===== src/design/strap_consts.svh =====
// constants of the strap decoder: strap indices, register map, field positions
// assumes inclusion by the package, the design modules and the sim files
`ifndef STRAP_CONSTS_SVH
`define STRAP_CONSTS_SVH

`define NUM_STRAPS        4
`define STRAP_SWING       0
`define STRAP_EDGE        1
`define STRAP_MODE        2
`define STRAP_CAL         3

`define ADDR_W            8
`define CTRL_OFFSET       8'h00
`define STATUS_OFFSET     8'h04
`define LEVELS_OFFSET     8'h08

`define CTRL_HOLD_BIT     0
`define CTRL_RESET        1'h0

`define ST_SERIAL_BIT     0
`define ST_RANGE_BIT      1
`define ST_SWING_BIT      2
`define ST_EDGE_BIT       3
`define ST_DDR_BIT        4
`define ST_CAL_BIT        5
`define ST_SWING_BAD_BIT  6
`define ST_CAL_FLOAT_BIT  7

`define HSIZE_WORD        3'h2
`define HTRANS_NONSEQ_BIT 1

`endif


===== src/design/strap_pkg.sv =====
// types shared by the strap decoder modules
// assumes strap_consts.svh is on the include path
`include "strap_consts.svh"

package strap_pkg;
	typedef enum logic [1:0] {
		LVL_LOW,
		LVL_HIGH,
		LVL_FLOAT
	} strap_level_e;
endpackage


===== src/design/strap_if.sv =====
// carrier between the strap sensing front end and the decoder
// assumes both sides run on hclk
`timescale 1ns/1ps
`default_nettype none
`include "strap_consts.svh"

interface strap_if;
	strap_pkg::strap_level_e      level [`NUM_STRAPS];
	logic [`NUM_STRAPS-1:0]       pin_high;

	modport sense  (output level, output pin_high);
	modport decode (input level, input pin_high);
endinterface
`default_nettype wire


===== src/design/strap_sense.sv =====
// three-level strap sensing: two comparator bits per pin, synchronised and resolved
// assumes the comparators are asynchronous to hclk
`timescale 1ns/1ps
`default_nettype none
`include "strap_consts.svh"

module strap_sense (
	input  wire logic                   hclk,
	input  wire logic                   hresetn,
	input  wire logic [`NUM_STRAPS-1:0] strap_above,
	input  wire logic [`NUM_STRAPS-1:0] strap_below,
	strap_if.sense                      st
);
	logic [`NUM_STRAPS-1:0] a1_r, a2_r, a3_r;
	logic [`NUM_STRAPS-1:0] b1_r, b2_r, b3_r;
	logic [`NUM_STRAPS-1:0] above_r, above_nxt;
	logic [`NUM_STRAPS-1:0] below_r, below_nxt;
	strap_pkg::strap_level_e level_r [`NUM_STRAPS];
	strap_pkg::strap_level_e level_nxt [`NUM_STRAPS];

	// both comparators tripped is a transient; keep the last clean decision
	function automatic strap_pkg::strap_level_e resolve(input logic above,
		input logic below, input strap_pkg::strap_level_e prev);
		if (above && !below)
			return strap_pkg::LVL_HIGH;
		else if (!above && below)
			return strap_pkg::LVL_LOW;
		else if (!above && !below)
			return strap_pkg::LVL_FLOAT;
		else
			return prev;
	endfunction

	always_ff @(posedge hclk or negedge hresetn) begin
		if (!hresetn) begin
			a1_r <= '0;
			a2_r <= '0;
			a3_r <= '0;
			b1_r <= '1;
			b2_r <= '1;
			b3_r <= '1;
		end else begin
			a1_r <= strap_above;
			a2_r <= a1_r;
			a3_r <= a2_r;
			b1_r <= strap_below;
			b2_r <= b1_r;
			b3_r <= b2_r;
		end
	end

	always_comb begin
		for (int i = 0; i < `NUM_STRAPS; i++) begin
			above_nxt[i] = (a2_r[i] == a3_r[i]) ? a3_r[i] : above_r[i];
			below_nxt[i] = (b2_r[i] == b3_r[i]) ? b3_r[i] : below_r[i];
			level_nxt[i] = resolve(above_nxt[i], below_nxt[i], level_r[i]);
		end
	end

	always_ff @(posedge hclk or negedge hresetn) begin
		if (!hresetn) begin
			above_r <= '0;
			below_r <= '1;
			for (int i = 0; i < `NUM_STRAPS; i++)
				level_r[i] <= strap_pkg::LVL_LOW;
		end else begin
			above_r <= above_nxt;
			below_r <= below_nxt;
			for (int i = 0; i < `NUM_STRAPS; i++)
				level_r[i] <= level_nxt[i];
		end
	end

	assign st.level    = level_r;
	assign st.pin_high = above_r;
endmodule
`default_nettype wire


===== src/design/control_mode_strap_decoder.sv =====
// strap decoder top: pin-controlled settings, serial pin reuse, ahb-lite registers
// assumes comparator pairs on each strap pin and a conversion-active level on hclk
//
// Our own choices: the AHB-Lite register port and the register offsets.
`timescale 1ns/1ps
`default_nettype none
`include "strap_consts.svh"

// Overview of operation
// - a low or high mode strap gives pin control with small or large input range, floating gives serial control.
// - in pin control the serial port stays idle and settings follow only the strap levels.
// - in pin control the swing strap picks the small swing when low and the large when high; float is undefined.
// - in pin control a low edge strap launches data on the negative edge, a high one on the positive edge.
// - a floating edge strap selects double data rate and the edge choice is ignored.
// - in pin control the calibration strap picks the short delay when low and the long one when high.
// - a floating calibration strap gives the short delay and sets the cal_pin_float flag; the pin is the serial select only in serial control.
// - in serial control the swing, edge and calibration pins become serial clock, data and select.
module control_mode_strap_decoder (
	input  wire logic                   hclk,
	input  wire logic                   hresetn,
	input  wire logic                   hsel,
	input  wire logic [31:0]            haddr,
	input  wire logic [1:0]             htrans,
	input  wire logic                   hwrite,
	input  wire logic [2:0]             hsize,
	input  wire logic [31:0]            hwdata,
	input  wire logic                   hready,
	output logic                        hreadyout,
	output logic                        hresp,
	output logic [31:0]                 hrdata,
	input  wire logic [`NUM_STRAPS-1:0] strap_above,
	input  wire logic [`NUM_STRAPS-1:0] strap_below,
	input  wire logic                   conversion_active,
	output logic                        serial_mode,
	output logic                        fs_range_large,
	output logic                        swing_large,
	output logic                        swing_undefined,
	output logic                        output_edge_select,
	output logic                        ddr_mode,
	output logic                        calibration_delay_select,
	output logic                        cal_pin_float,
	output logic                        serial_clock,
	output logic                        serial_data_line,
	output logic                        serial_select
);
	strap_if st ();

	strap_sense u_sense (
		.hclk        (hclk),
		.hresetn     (hresetn),
		.strap_above (strap_above),
		.strap_below (strap_below),
		.st          (st)
	);

	// bus slave state
	logic                  hold_r, hold_nxt;
	logic                  wr_pend_r, wr_pend_nxt;
	logic [`ADDR_W-1:0]    wr_addr_r, wr_addr_nxt;
	logic [31:0]           hrdata_r, hrdata_nxt;
	logic                  addr_phase;

	// decoded settings
	logic serial_mode_r, serial_mode_nxt;
	logic range_r, range_nxt;
	logic swing_r, swing_nxt;
	logic swing_bad_r, swing_bad_nxt;
	logic edge_r, edge_nxt;
	logic ddr_r, ddr_nxt;
	logic cal_r, cal_nxt;
	logic cal_float_r, cal_float_nxt;
	logic sck_r, sck_nxt;
	logic sdat_r, sdat_nxt;
	logic ssel_r, ssel_nxt;
	logic upd;
	logic pin_sel;

	function automatic logic is_lvl(input strap_pkg::strap_level_e l,
		input strap_pkg::strap_level_e want);
		return l == want;
	endfunction

	assign upd     = !conversion_active && !hold_r;
	assign pin_sel = !is_lvl(st.level[`STRAP_MODE], strap_pkg::LVL_FLOAT);

	always_comb begin
		serial_mode_nxt = serial_mode_r;
		range_nxt       = range_r;
		swing_nxt       = swing_r;
		swing_bad_nxt   = swing_bad_r;
		edge_nxt        = edge_r;
		ddr_nxt         = ddr_r;
		cal_nxt         = cal_r;
		cal_float_nxt   = cal_float_r;
		if (upd) begin
			serial_mode_nxt = !pin_sel;
			if (pin_sel) begin
				// pin control: every setting comes from a strap level
				range_nxt     = is_lvl(st.level[`STRAP_MODE], strap_pkg::LVL_HIGH);
				swing_bad_nxt = is_lvl(st.level[`STRAP_SWING], strap_pkg::LVL_FLOAT);
				if (!swing_bad_nxt)
					swing_nxt = is_lvl(st.level[`STRAP_SWING], strap_pkg::LVL_HIGH);
				ddr_nxt = is_lvl(st.level[`STRAP_EDGE], strap_pkg::LVL_FLOAT);
				if (!ddr_nxt)
					edge_nxt = is_lvl(st.level[`STRAP_EDGE], strap_pkg::LVL_HIGH);
				cal_nxt       = is_lvl(st.level[`STRAP_CAL], strap_pkg::LVL_HIGH);
				cal_float_nxt = is_lvl(st.level[`STRAP_CAL], strap_pkg::LVL_FLOAT);
			end
		end
	end

	// serial pins are live only in serial control; select pin is active low
	always_comb begin
		sck_nxt  = serial_mode_r && st.pin_high[`STRAP_SWING];
		sdat_nxt = serial_mode_r && st.pin_high[`STRAP_EDGE];
		ssel_nxt = serial_mode_r && !st.pin_high[`STRAP_CAL];
	end

	always_ff @(posedge hclk or negedge hresetn) begin
		if (!hresetn) begin
			serial_mode_r <= 1'b0;
			range_r       <= 1'b0;
			swing_r       <= 1'b0;
			swing_bad_r   <= 1'b0;
			edge_r        <= 1'b0;
			ddr_r         <= 1'b0;
			cal_r         <= 1'b0;
			cal_float_r   <= 1'b0;
			sck_r         <= 1'b0;
			sdat_r        <= 1'b0;
			ssel_r        <= 1'b0;
		end else begin
			serial_mode_r <= serial_mode_nxt;
			range_r       <= range_nxt;
			swing_r       <= swing_nxt;
			swing_bad_r   <= swing_bad_nxt;
			edge_r        <= edge_nxt;
			ddr_r         <= ddr_nxt;
			cal_r         <= cal_nxt;
			cal_float_r   <= cal_float_nxt;
			sck_r         <= sck_nxt;
			sdat_r        <= sdat_nxt;
			ssel_r        <= ssel_nxt;
		end
	end

	function automatic logic [31:0] read_word(input logic [`ADDR_W-1:0] a);
		logic [31:0] w;
		w = 32'h0000_0000;
		case (a)
			`CTRL_OFFSET: begin
				w[`CTRL_HOLD_BIT] = hold_r;
			end
			`STATUS_OFFSET: begin
				w[`ST_SERIAL_BIT]    = serial_mode_r;
				w[`ST_RANGE_BIT]     = range_r;
				w[`ST_SWING_BIT]     = swing_r;
				w[`ST_EDGE_BIT]      = edge_r;
				w[`ST_DDR_BIT]       = ddr_r;
				w[`ST_CAL_BIT]       = cal_r;
				w[`ST_SWING_BAD_BIT] = swing_bad_r;
				w[`ST_CAL_FLOAT_BIT] = cal_float_r;
			end
			`LEVELS_OFFSET: begin
				for (int i = 0; i < `NUM_STRAPS; i++)
					w[2*i +: 2] = st.level[i];
			end
			default: begin
				w = 32'h0000_0000;
			end
		endcase
		return w;
	endfunction

	// zero wait states: read data is prepared during the address phase
	assign addr_phase = hsel && hready && htrans[`HTRANS_NONSEQ_BIT];

	always_comb begin
		hold_nxt    = hold_r;
		wr_pend_nxt = 1'b0;
		wr_addr_nxt = wr_addr_r;
		hrdata_nxt  = hrdata_r;
		if (wr_pend_r && wr_addr_r == `CTRL_OFFSET)
			hold_nxt = hwdata[`CTRL_HOLD_BIT];
		if (addr_phase) begin
			wr_pend_nxt = hwrite && hsize == `HSIZE_WORD;
			wr_addr_nxt = haddr[`ADDR_W-1:0];
			if (!hwrite)
				hrdata_nxt = read_word(haddr[`ADDR_W-1:0]);
		end
	end

	always_ff @(posedge hclk or negedge hresetn) begin
		if (!hresetn) begin
			hold_r    <= `CTRL_RESET;
			wr_pend_r <= 1'b0;
			wr_addr_r <= '0;
			hrdata_r  <= 32'h0000_0000;
		end else begin
			hold_r    <= hold_nxt;
			wr_pend_r <= wr_pend_nxt;
			wr_addr_r <= wr_addr_nxt;
			hrdata_r  <= hrdata_nxt;
		end
	end

	assign hreadyout                = 1'b1;
	assign hresp                    = 1'b0;
	assign hrdata                   = hrdata_r;
	assign serial_mode              = serial_mode_r;
	assign fs_range_large           = range_r;
	assign swing_large              = swing_r;
	assign swing_undefined          = swing_bad_r;
	assign output_edge_select       = edge_r;
	assign ddr_mode                 = ddr_r;
	assign calibration_delay_select = cal_r;
	assign cal_pin_float            = cal_float_r;
	assign serial_clock             = sck_r;
	assign serial_data_line         = sdat_r;
	assign serial_select            = ssel_r;
endmodule
`default_nettype wire


===== config.mk =====
export PLATFORM = sky130hd
export DESIGN_NAME = control_mode_strap_decoder
export DESIGN_NICKNAME = d
export VERILOG_FILES = /design/src/design/strap_pkg.sv /design/src/design/strap_if.sv /design/src/design/strap_sense.sv /design/src/design/control_mode_strap_decoder.sv
export VERILOG_INCLUDE_DIRS = /design/src /design/src/design
export SDC_FILE = /design/constraint.sdc
export NUM_CORES = 1
export LEC_CHECK = 0
export ABC_AREA = 1
export BUFFER_PORTS_ARGS = -buffer_cell sky130_fd_sc_hd__buf_2
export CAP_MARGIN = 20
export CORE_MARGIN = 4
export CORE_UTILIZATION = 51
export CTS_CLUSTER_DIAMETER = 50
export DETAILED_ROUTE_END_ITERATION = 10
export PLACE_DENSITY = 0.87
export SETUP_SLACK_MARGIN = 0.4
export SYNTH_ARGS = -nofsm -noshare
export SYNTH_HDL_FRONTEND = slang
export SYNTH_HIERARCHICAL = 1
export SYNTH_SLANG_ARGS = --single-unit

===== constraint.sdc =====
create_clock -name hclk -period 2.6 [get_ports hclk]
set_clock_uncertainty 0.15 [all_clocks]
set_input_delay 0.13 -clock hclk [delete_from_list [all_inputs] [get_ports hclk]]
set_output_delay 0.13 -clock hclk [all_outputs]
set_load 0.05 [all_outputs]

==> results of run 1 <==
[worst max-delay path, delay by kind of cell]
kind	cells	cell delay, ns
buffers and inverters	3	1.26
and+or+nand+nor	2	0.30
[power groups by stage]
stage	clock network (mW)	logic (mW)	registers, mW
2_1_floorplan	0	0.314	1.48
3_3_place_gp	0	0.602	1.31
3_5_place_dp	0	0.619	1.31
4_1_cts	0.926	0.645	1.30
5_1_grt	0.967	0.697	1.31
6_report	0.898	0.641	1.30
[cell type report]
class | instances | area share, %
Sequential cell | 69 | 47.8
Multi-Input combinational cell | 191 | 26.5
Timing Repair Buffer | 68 | 12.7
Inverter | 44 | 4.66
Clock buffer | 13 | 4.62
Tap cell | 72 | 2.47
Clock inverter | 3 | 1.16
[worst max path at each step]
stage | from | end | slack (ns) | cells past startpoint
2_1_floorplan | u_sense/b2_r[3] | u_sense/st.level[1] | 1.31 | 6
3_3_place_gp | u_sense/b2_r[3] | u_sense/st.level[1] | 1.25 | 4
3_5_place_dp | u_sense/b2_r[3] | u_sense/st.level[1] | 1.18 | 6
4_1_cts | haddr[7] | hrdata[6] | 1.10 | 9
5_1_grt | haddr[6] | hrdata[6] | 0.91 | 9
6_report | hwrite | wr_pend_r | 1.03 | 5
[cell families (layout without fill, tap and decap cells)]
family	after synthesis	count (layout)	share of synthesized area, %
AOI/OAI and AO/OA	38	38	6.82
adders and majority gates	8	8	3.33
buffers and inverters	72	128	12.7
DFF	69	69	58.1
other	2	26	0.250
and+or+nand+nor	119	119	18.8
[stage by stage]
stage / power (mW) / setup slack, ns / hold WS (ns)
finish: 2.83 / 1.03 / 0.0613
global route: 2.98 / 0.907 / 0.0724
CTS: 2.87 / 1.10 / 0.0362
detailed placement: 1.93 / 1.18 / 0.0571
global placement: 1.91 / 1.25 / 0.0484
floorplan: 1.80 / 1.31 / -0.316
[registers in the layout, indices dropped and copies added, names as in the netlist, 4 cells and up]
name / flops
hrdata: 8
u_sense/st.level: 8
wr_addr_r: 8
u_sense/a1_r: 4
u_sense/a2_r: 4
u_sense/a3_r: 4
u_sense/b1_r: 4
u_sense/b2_r: 4
u_sense/b3_r: 4
u_sense/below_r: 4
u_sense/st.pin_high: 4
[metal layers]
layer / wire [um] / global-route usage [%]
met1: 2210 / 19.2
met4: 70 / 9.06
met2: 2560 / 25.0
met5: 0 / 0
met3: 337 / 4.81
[cell usage in the layout, fill, tap and decap left out, drive strengths merged]
cell type     n
a21oi        12
buf          46
bufinv        1
clkbuf       13
clkinv        1
clkinvlp      1
conb         26
dfrtp        53
dfstp        16
dlygate4sd3  22
ha            8
inv          44
nand2        69
nand3        17
nand3b        1
nor2         29
nor3          1
nor4          1
o21ai        26
or2           1
==> flow_summary.json, run 1 <==
{
  "min_period_ns": 1.57,
  "diodes": 0,
  "start_util_pct": 53.6,
  "synth_area_sq_um": 3010,
  "fp.dieW_um": 84.8,
  "async_reset_ff_share_pct": 100,
  "drt-initial-drc-count": 123,
  "root_buffer": "clkbuf_8",
  "pwr-share-clk_pct": 31.7,
  "seq_power_share_pct": 45.7,
  "placedCellCount": 422,
  "synth_area_leader_cell": "dfrtp_1",
  "hold_viol": 0,
  "path_cells": "dlygate4sd3_1, buf_2, nand2_1, nor4_2, dlygate4sd3_1",
  "status": "finished, final reports clean",
  "final_util_pct": 65.1,
  "p_int_mw": 1.90,
  "viasPerCell": 4.55,
  "cpPeakStageDelay_ns": 0.59,
  "fin_nets": 474,
  "p_leak_nw": 1.89,
  "postSynthCellCount": 308,
  "clock_sink_count": 69,
  "gr-usage-all-layers_pct": 15.8,
  "hp-class": "primary input to flop",
  "post_dp_cell_area_sq_um": 3220,
  "tritoncts": "yes",
  "worst_setup_path_end_kind": "flop",
  "final.period_utilization_pct": 60.5,
  "rows": 27,
  "insertion_delay_ns": 0.33,
  "critPathSlowestCell": "dlygate4sd3_1",
  "numCtsBuffers": 9,
  "ys.flop_type": "dfrtp_1",
  "drive_above_1_share_pct": 26.3,
  "min_path_cells": 3,
  "grt_pass1_vias": 2136,
  "drtPass1Iterations": 4,
  "die-area_sq_um": 7190,
  "arrival_ns": 1.69,
  "ys_warn_count": 6,
  "setup_viol": 0,
  "routabilityCongestion": 0.811,
  "design_area_sq_um": 3650,
  "fp.dieH_um": 84.8,
  "num-fill-cells": 442,
  "route.detailed.drc": 0,
  "grt_pass1_wl_um": 9020,
  "ir_worst_vdd_mv": 0.459,
  "power_density_nw_per_um2": 776,
  "stdcell_count": 460,
  "cts_resized": 0,
  "vias": 2094,
  "syn_area_per_cell_sq_um": 9.76,
  "clkTransAtPathRegs_ns": 0.07,
  "cts.hold.buffers_added": 22,
  "place.port_buffers": 45,
  "grt_overflow": 0,
  "grt_max_degree": 40,
  "worst-setup-path-type": "primary input to flop",
  "switching_power_uw": 936,
  "num_io_pins": 128,
  "rsz0062_at_grt": "false",
  "dp_hpwl_um": 3670,
  "netlist_top_cells_count": "nand2_1 (66), dfrtp_1 (53), inv_1 (37)",
  "comb_power_share_pct": 22.6,
  "yosys.cell_types.count": 27,
  "reg2reg_slack_ns": 1.18,
  "clockBufferDepth": 2,
  "yosysSeqAreaShare_pct": 58.1,
  "r2r_cells": 6,
  "maxCapViolCount": 0,
  "seq_area_sq_um": 1750,
  "r2r-end": "u_sense/st.level[1]",
  "area_delta_synth_final_pct": 21.5,
  "fmax_mhz": 635,
  "holdCritStartpoint": "hready",
  "multiInputGateArea_sq_um": 968,
  "path_max_fanout": 2,
  "worstReg2RegStart": "u_sense/b2_r[3]",
  "cp.required_ns": 2.72,
  "cpMostUsedCell": "dlygate4sd3_1",
  "antenna_found_initial": 0,
  "yosysTopAreaCellShare_pct": 44.1,
  "min_to": "wr_addr_r[5]",
  "worst-slew-pin-transition_ns": 0.671,
  "wl_um": 5170,
  "start_kind": "primary input",
  "ys_ff_latch": 69,
  "core_region_area_sq_um": 5610,
  "slew_headroom_pct": 55.3,
  "wl_per_cell_um": 11.2,
  "final_antenna_net_count": 0,
  "totalNegativeSetupSlack_ns": 0,
  "postCtsSetupBuffers": 0,
  "synth.most_common_cell": "nand2_1",
  "synth_edf_count": 0,
  "finalMaxSlewViolations": 0,
  "synth_area_leaders": "dfrtp_1 (44%), dfstp_2 (14%), nand2_1 (8.2%)",
  "switching_share_pct": 33.0,
  "htreeDepth": 3
}
Power figures use the tool's default switching activity.
==> run 2: changes to the inputs <==
CORE_UTILIZATION = 47   (was 51)
PLACE_DENSITY = 0.81   (was 0.87)
clock period = 1.65 ns   (was 2.6 ns; I/O delays follow)
==> run 2 against run 1 <==
  * Wire length rose by 22%
  * Utilization grew 0.95 points
  * Register-to-register slack got worse by 0.91 ns
  * Combinational power rose by 86%
  * Sequential cell count unchanged
  * Final area is 9.7% higher
  * Clock power up 60%
  * Sequential power grew 58%
  * Global-route usage up 1.7 points
  * Total power increased by 66%
  * Non-clock buffer count up 20
==> flow_summary.json, run 2 (synthesized netlist as in run 1, its figures left out) <==
{
  "grt_pass1_vias": 2329,
  "wl_met2_um": 3320,
  "grt_pass1_wl_um": 10400,
  "tritoncts": "yes",
  "final_antenna_net_count": 0,
  "numCtsBuffers": 9,
  "layout_commonest_cell": "nand2_1",
  "highest_layer": "met4",
  "start_util_pct": 49.6,
  "fmax_mhz": 727,
  "worst-setup-path-type": "flop to flop",
  "worst_setup_path_end_kind": "flop",
  "placedCellCount": 426,
  "grt_overflow": 0,
  "routed-wl-met3_um": 344,
  "path_max_fanout": 4,
  "antenna_found_initial": 0,
  "drive_above_1_share_pct": 36.3,
  "root_buffer": "clkbuf_8",
  "rows": 28,
  "drt-met1-wl_um": 2520,
  "drt-initial-drc-count": 118,
  "p_leak_nw": 2.00,
  "pre_cts_slack_ns": 0.226,
  "route.detailed.drc": 0,
  "p_total_mw": 4.70,
  "wl_um": 6300,
  "finalMaxSlewViolations": 0,
  "cp.required_ns": 1.76,
  "layout_setup_ws_ns": 0.274,
  "insertion_delay_ns": 0.33,
  "core_region_area_sq_um": 6060,
  "area_delta_synth_final_pct": 33.2,
  "totalNegativeSetupSlack_ns": 0,
  "final.period_utilization_pct": 83.4,
  "min_period_ns": 1.38,
  "worst-slew-pin-transition_ns": 0.534,
  "htreeDepth": 3,
  "rsz0062_at_grt": "true",
  "dp_hpwl_um": 3830,
  "arrival_ns": 1.49,
  "wl_per_cell_um": 13.0,
  "hp-class": "primary input to flop",
  "layout_common_cells": "nand2_1 (58), dfrtp_1 (52), buf_2 (43)",
  "clock_sink_count": 69,
  "fp.dieH_um": 88.0,
  "vias": 2250,
  "setup_viol": 0,
  "viasPerCell": 4.64,
  "power_density_nw_per_um2": 1170,
  "stdcell_count": 485,
  "hold_viol": 0,
  "diodes": 0,
  "start_kind": "flop",
  "clockBufferDepth": 2,
  "routabilityCongestion": 0.832,
  "num_io_pins": 128,
  "slew_headroom_pct": 64.4,
  "fp.dieW_um": 88.0,
  "die-area_sq_um": 7740,
  "grt_max_degree": 36,
  "clkTransAtPathRegs_ns": 0.07,
  "status": "finished, final reports clean",
  "gr-usage-all-layers_pct": 17.5,
  "fin_nets": 496,
  "maxCapViolCount": 0,
  "drtPass1Iterations": 5,
  "ir_worst_vdd_mv": 0.801,
  "place.port_buffers": 45
}
run 2: through the flow:
| stage | util (%) | instance area (sq um) | hold slack (ns) |
|---|---|---|---|
| after floorplan | - | 3110 | -0.363 |
| after CTS | 63.3 | 3840 | 0.0202 |
| after global routing | 66.1 | 4010 | 0.0676 |
| final | 66.1 | 4010 | 0.0357 |
| after global placement | 53.5 | 3240 | -0.0634 |
| after detailed placement | 53.5 | 3240 | -0.0562 |
run 2: final timing paths:
kind	startpoint	to	slack (ns)	cells after the start
worst max-delay path	u_sense/b2_r[3]	u_sense/st.level[1]	0.27	5
worst min-delay path	haddr[2]	hrdata[0]	0.04	6
worst max register to register	u_sense/b2_r[3]	u_sense/st.level[1]	0.27	5
worst min register to register	u_sense/a1_r[3]	u_sense/a2_r[3]	0.20	0
max in group asynchronous	hresetn	u_sense/below_r[2]	0.57	3
min in group asynchronous	hresetn	serial_select	0.11	2
run 2: final cells by class:
| type | instances | area, sq um |
|---|---|---|
| multi-input combinational | 193 | 1130 |
| timing repair buffer | 88 | 659 |
| tap | 75 | 93.8 |
| clock inverter | 4 | 72.6 |
| inverter | 44 | 170 |
| fill | 442 | 2060 |
| sequential | 69 | 1750 |
| clock buffer | 12 | 135 |
run 2: power breakdown:
group	total, mW	switching [mW]	internal (mW)
sequential	2.06	0.149	1.92
clock	1.44	0.589	0.851
combinational	1.19	0.831	0.361
total	4.70	1.57	3.13
run 2: worst max-delay path: stages (launching register included):
cell	delay [ns]
dfstp_2	0.55
nand2_2	0.06
a21oi_2	0.14
ha_2	0.23
nand2_1	0.08
o21ai_1	0.09
run 2: timing repair:
action,CTS,global route
endpoints found under the setup margin,15,26
buffers inserted,7,7
gates resized for setup,22,24
endpoints found under the hold margin,79,0
pin swaps,7,12
hold buffers,27,0
cloned,1,1
run 2: per-layer routing:
| layer | global-route usage [%] | vias to the layer above |
|---|---|---|
| met3 | 3.86 | 12 |
| met2 | 30.3 | 63 |
| met1 | 20.5 | 1081 |
| li1 | - | 1094 |
| met4 | 8.79 | 0 |
| met5 | 0 | - |
==> run 3: changes to the inputs <==
clock period = 1.3 ns   (was 1.65 ns; I/O delays follow)
==> run 3 against run 2 <==
  * The flow now finishes with violations (hold timing, setup timing)
  * Final area increased by 10%
  * Setup slack worse by 0.43 ns
  * Largest power group unchanged
  * Sequential power increased by 30%
  * Largest cell class unchanged
  * Sequential share of layout area down 3.7 points
  * Sequential cell count is the same
  * Clock power increased by 34%
==> flow_summary.json, run 3 (synthesized netlist as in run 1, its figures left out) <==
{
  "insertion_delay_ns": 0.35,
  "cts.hold.buffers_added": 21,
  "p_leak_nw": 2.17,
  "tritoncts": "yes",
  "core_region_area_sq_um": 6060,
  "route.detailed.drc": 0,
  "totalNegativeSetupSlack_ns": -0.931,
  "ir_worst_vdd_mv": 0.905,
  "finalMaxSlewViolations": 0,
  "die-area_sq_um": 7740,
  "final_antenna_net_count": 0,
  "whs_ns": -0.116,
  "viasPerCell": 4.89,
  "grt_pass1_vias": 2381,
  "fmax_mhz": 685,
  "vias": 2429,
  "final.period_utilization_pct": 112,
  "wl_um": 7510,
  "grt_pass1_wl_um": 10700,
  "start_util_pct": 49.6,
  "arrival_ns": 1.58,
  "placedCellCount": 434,
  "min_period_ns": 1.46,
  "clock_sink_count": 69,
  "setup_viol": 15,
  "num-fill-cells": 372,
  "fin_nets": 508,
  "hold_viol": 9,
  "start_kind": "flop",
  "violations": "hold timing, setup timing",
  "rsz0062_at_grt": "true",
  "clockBufferDepth": 2,
  "drtPass1Iterations": 4,
  "routabilityCongestion": 0.758,
  "worst_setup_path_end_kind": "flop",
  "grt_overflow": 0,
  "p_total_mw": 6.74,
  "worst-setup-path-type": "flop to flop",
  "clkTransAtPathRegs_ns": 0.07,
  "dp_hpwl_um": 3820,
  "rows": 28,
  "place.port_buffers": 45,
  "path_max_fanout": 4,
  "stdcell_count": 497,
  "root_buffer": "clkbuf_8",
  "design_area_sq_um": 4410,
  "area_delta_synth_final_pct": 46.6,
  "wl_per_cell_um": 15.1,
  "diodes": 0,
  "status": "finished, violations left",
  "fp.dieH_um": 88.0,
  "htreeDepth": 3,
  "cp.required_ns": 1.42,
  "maxCapViolCount": 0,
  "fp.dieW_um": 88.0,
  "layout_commonest_cell": "nand2_1",
  "grt_max_degree": 70,
  "num_io_pins": 128,
  "layout_setup_ws_ns": -0.160,
  "power_density_nw_per_um2": 1530,
  "drt-initial-drc-count": 139,
  "layout_common_cells": "nand2_1 (52), dfrtp_1 (42), buf_6 (29)",
  "antenna_found_initial": 0,
  "drive_above_1_share_pct": 49.3,
  "gr-usage-all-layers_pct": 18.6,
  "numCtsBuffers": 9,
  "hp-class": "primary input to flop",
  "post_dp_cell_area_sq_um": 3330
}
[run 3: cell count changes in the layout (fill, tap and decap cells not counted), moves of 6 or more]
cell           before  now
dlygate4sd3_1      26   19
buf_2              43   26
inv_1              35   27
inv_4               0    8
buf_6               3   29
buf_8               0   11
dfrtp_2             1   11
nand3_2             0    6
o21ai_0            14    6
nand2_1            58   52
dfrtp_1            52   42
nand3_1            16   10
[run 3: worst max-delay path, cell delays in order, from the launching register on]
cell and delay (ns):
dfstp_2 0.57, nand2_2 0.08, a21oi_2 0.18, ha_2 0.24, nand2_1 0.08, o21ai_1 0.09
[run 3: per-layer routing]
metal / wire, um / track usage (%)
met1: 2590 / 19.0
met2: 4150 / 33.6
met3: 485 / 7.24
met4: 286 / 8.23
met5: 0 / 0
[run 3: stage by stage]
stage          hold slack (ns)  worst slack (ns)  util, %
6_report                -0.116            -0.160     72.7
5_1_grt                 -0.109            -0.233     72.7
4_1_cts                 -0.164           -0.0747     68.7
3_5_place_dp           -0.0379            -0.129     55.0
3_3_place_gp           -0.0452           -0.0522     55.0
2_1_floorplan           -0.381           0.00969        -
[run 3: repair_timing]
action / in CTS / in global routing
gates cloned: 0 / 0
resized for setup: 96 / 44
pin swaps: 13 / 22
buffers inserted: 13 / 13
endpoints found under the hold margin: 96 / 10
setup endpoints to repair: 51 / 57
[run 3: path summary, 6_finish.rpt]
kind / from / to / slack [ns] / cells past startpoint
hold reg to reg: u_sense/a1_r[2] / u_sense/a2_r[2] / 0.19 / 0
setup reg to reg: u_sense/b2_r[0] / u_sense/st.level[7] / -0.16 / 5
hold / removal: hwrite / wr_pend_r / -0.12 / 3
min in group asynchronous: hresetn / u_sense/a1_r[3] / 0.12 / 3
max in group asynchronous: hresetn / u_sense/b2_r[0] / 0.56 / 3
setup / recovery: u_sense/b2_r[0] / u_sense/st.level[7] / -0.16 / 5
[run 3: layout make-up]
class | instances | area [sq um] | share of cell area, %
clock inverter | 6 | 86.3 | 1.96
tap | 75 | 93.8 | 2.13
timing repair buffer | 102 | 962 | 21.8
multi-input combinational | 191 | 1180 | 26.7
clock buffer | 10 | 138 | 3.12
inverter | 44 | 190 | 4.31
sequential | 69 | 1760 | 39.9
[run 3: report_power, final]
group,switching [mW],total (mW),internal [mW],leakage [nW]
sequential,0.237,2.68,2.45,0.813
clock,0.800,1.93,1.13,0.112
combinational,1.23,2.13,0.899,1.24
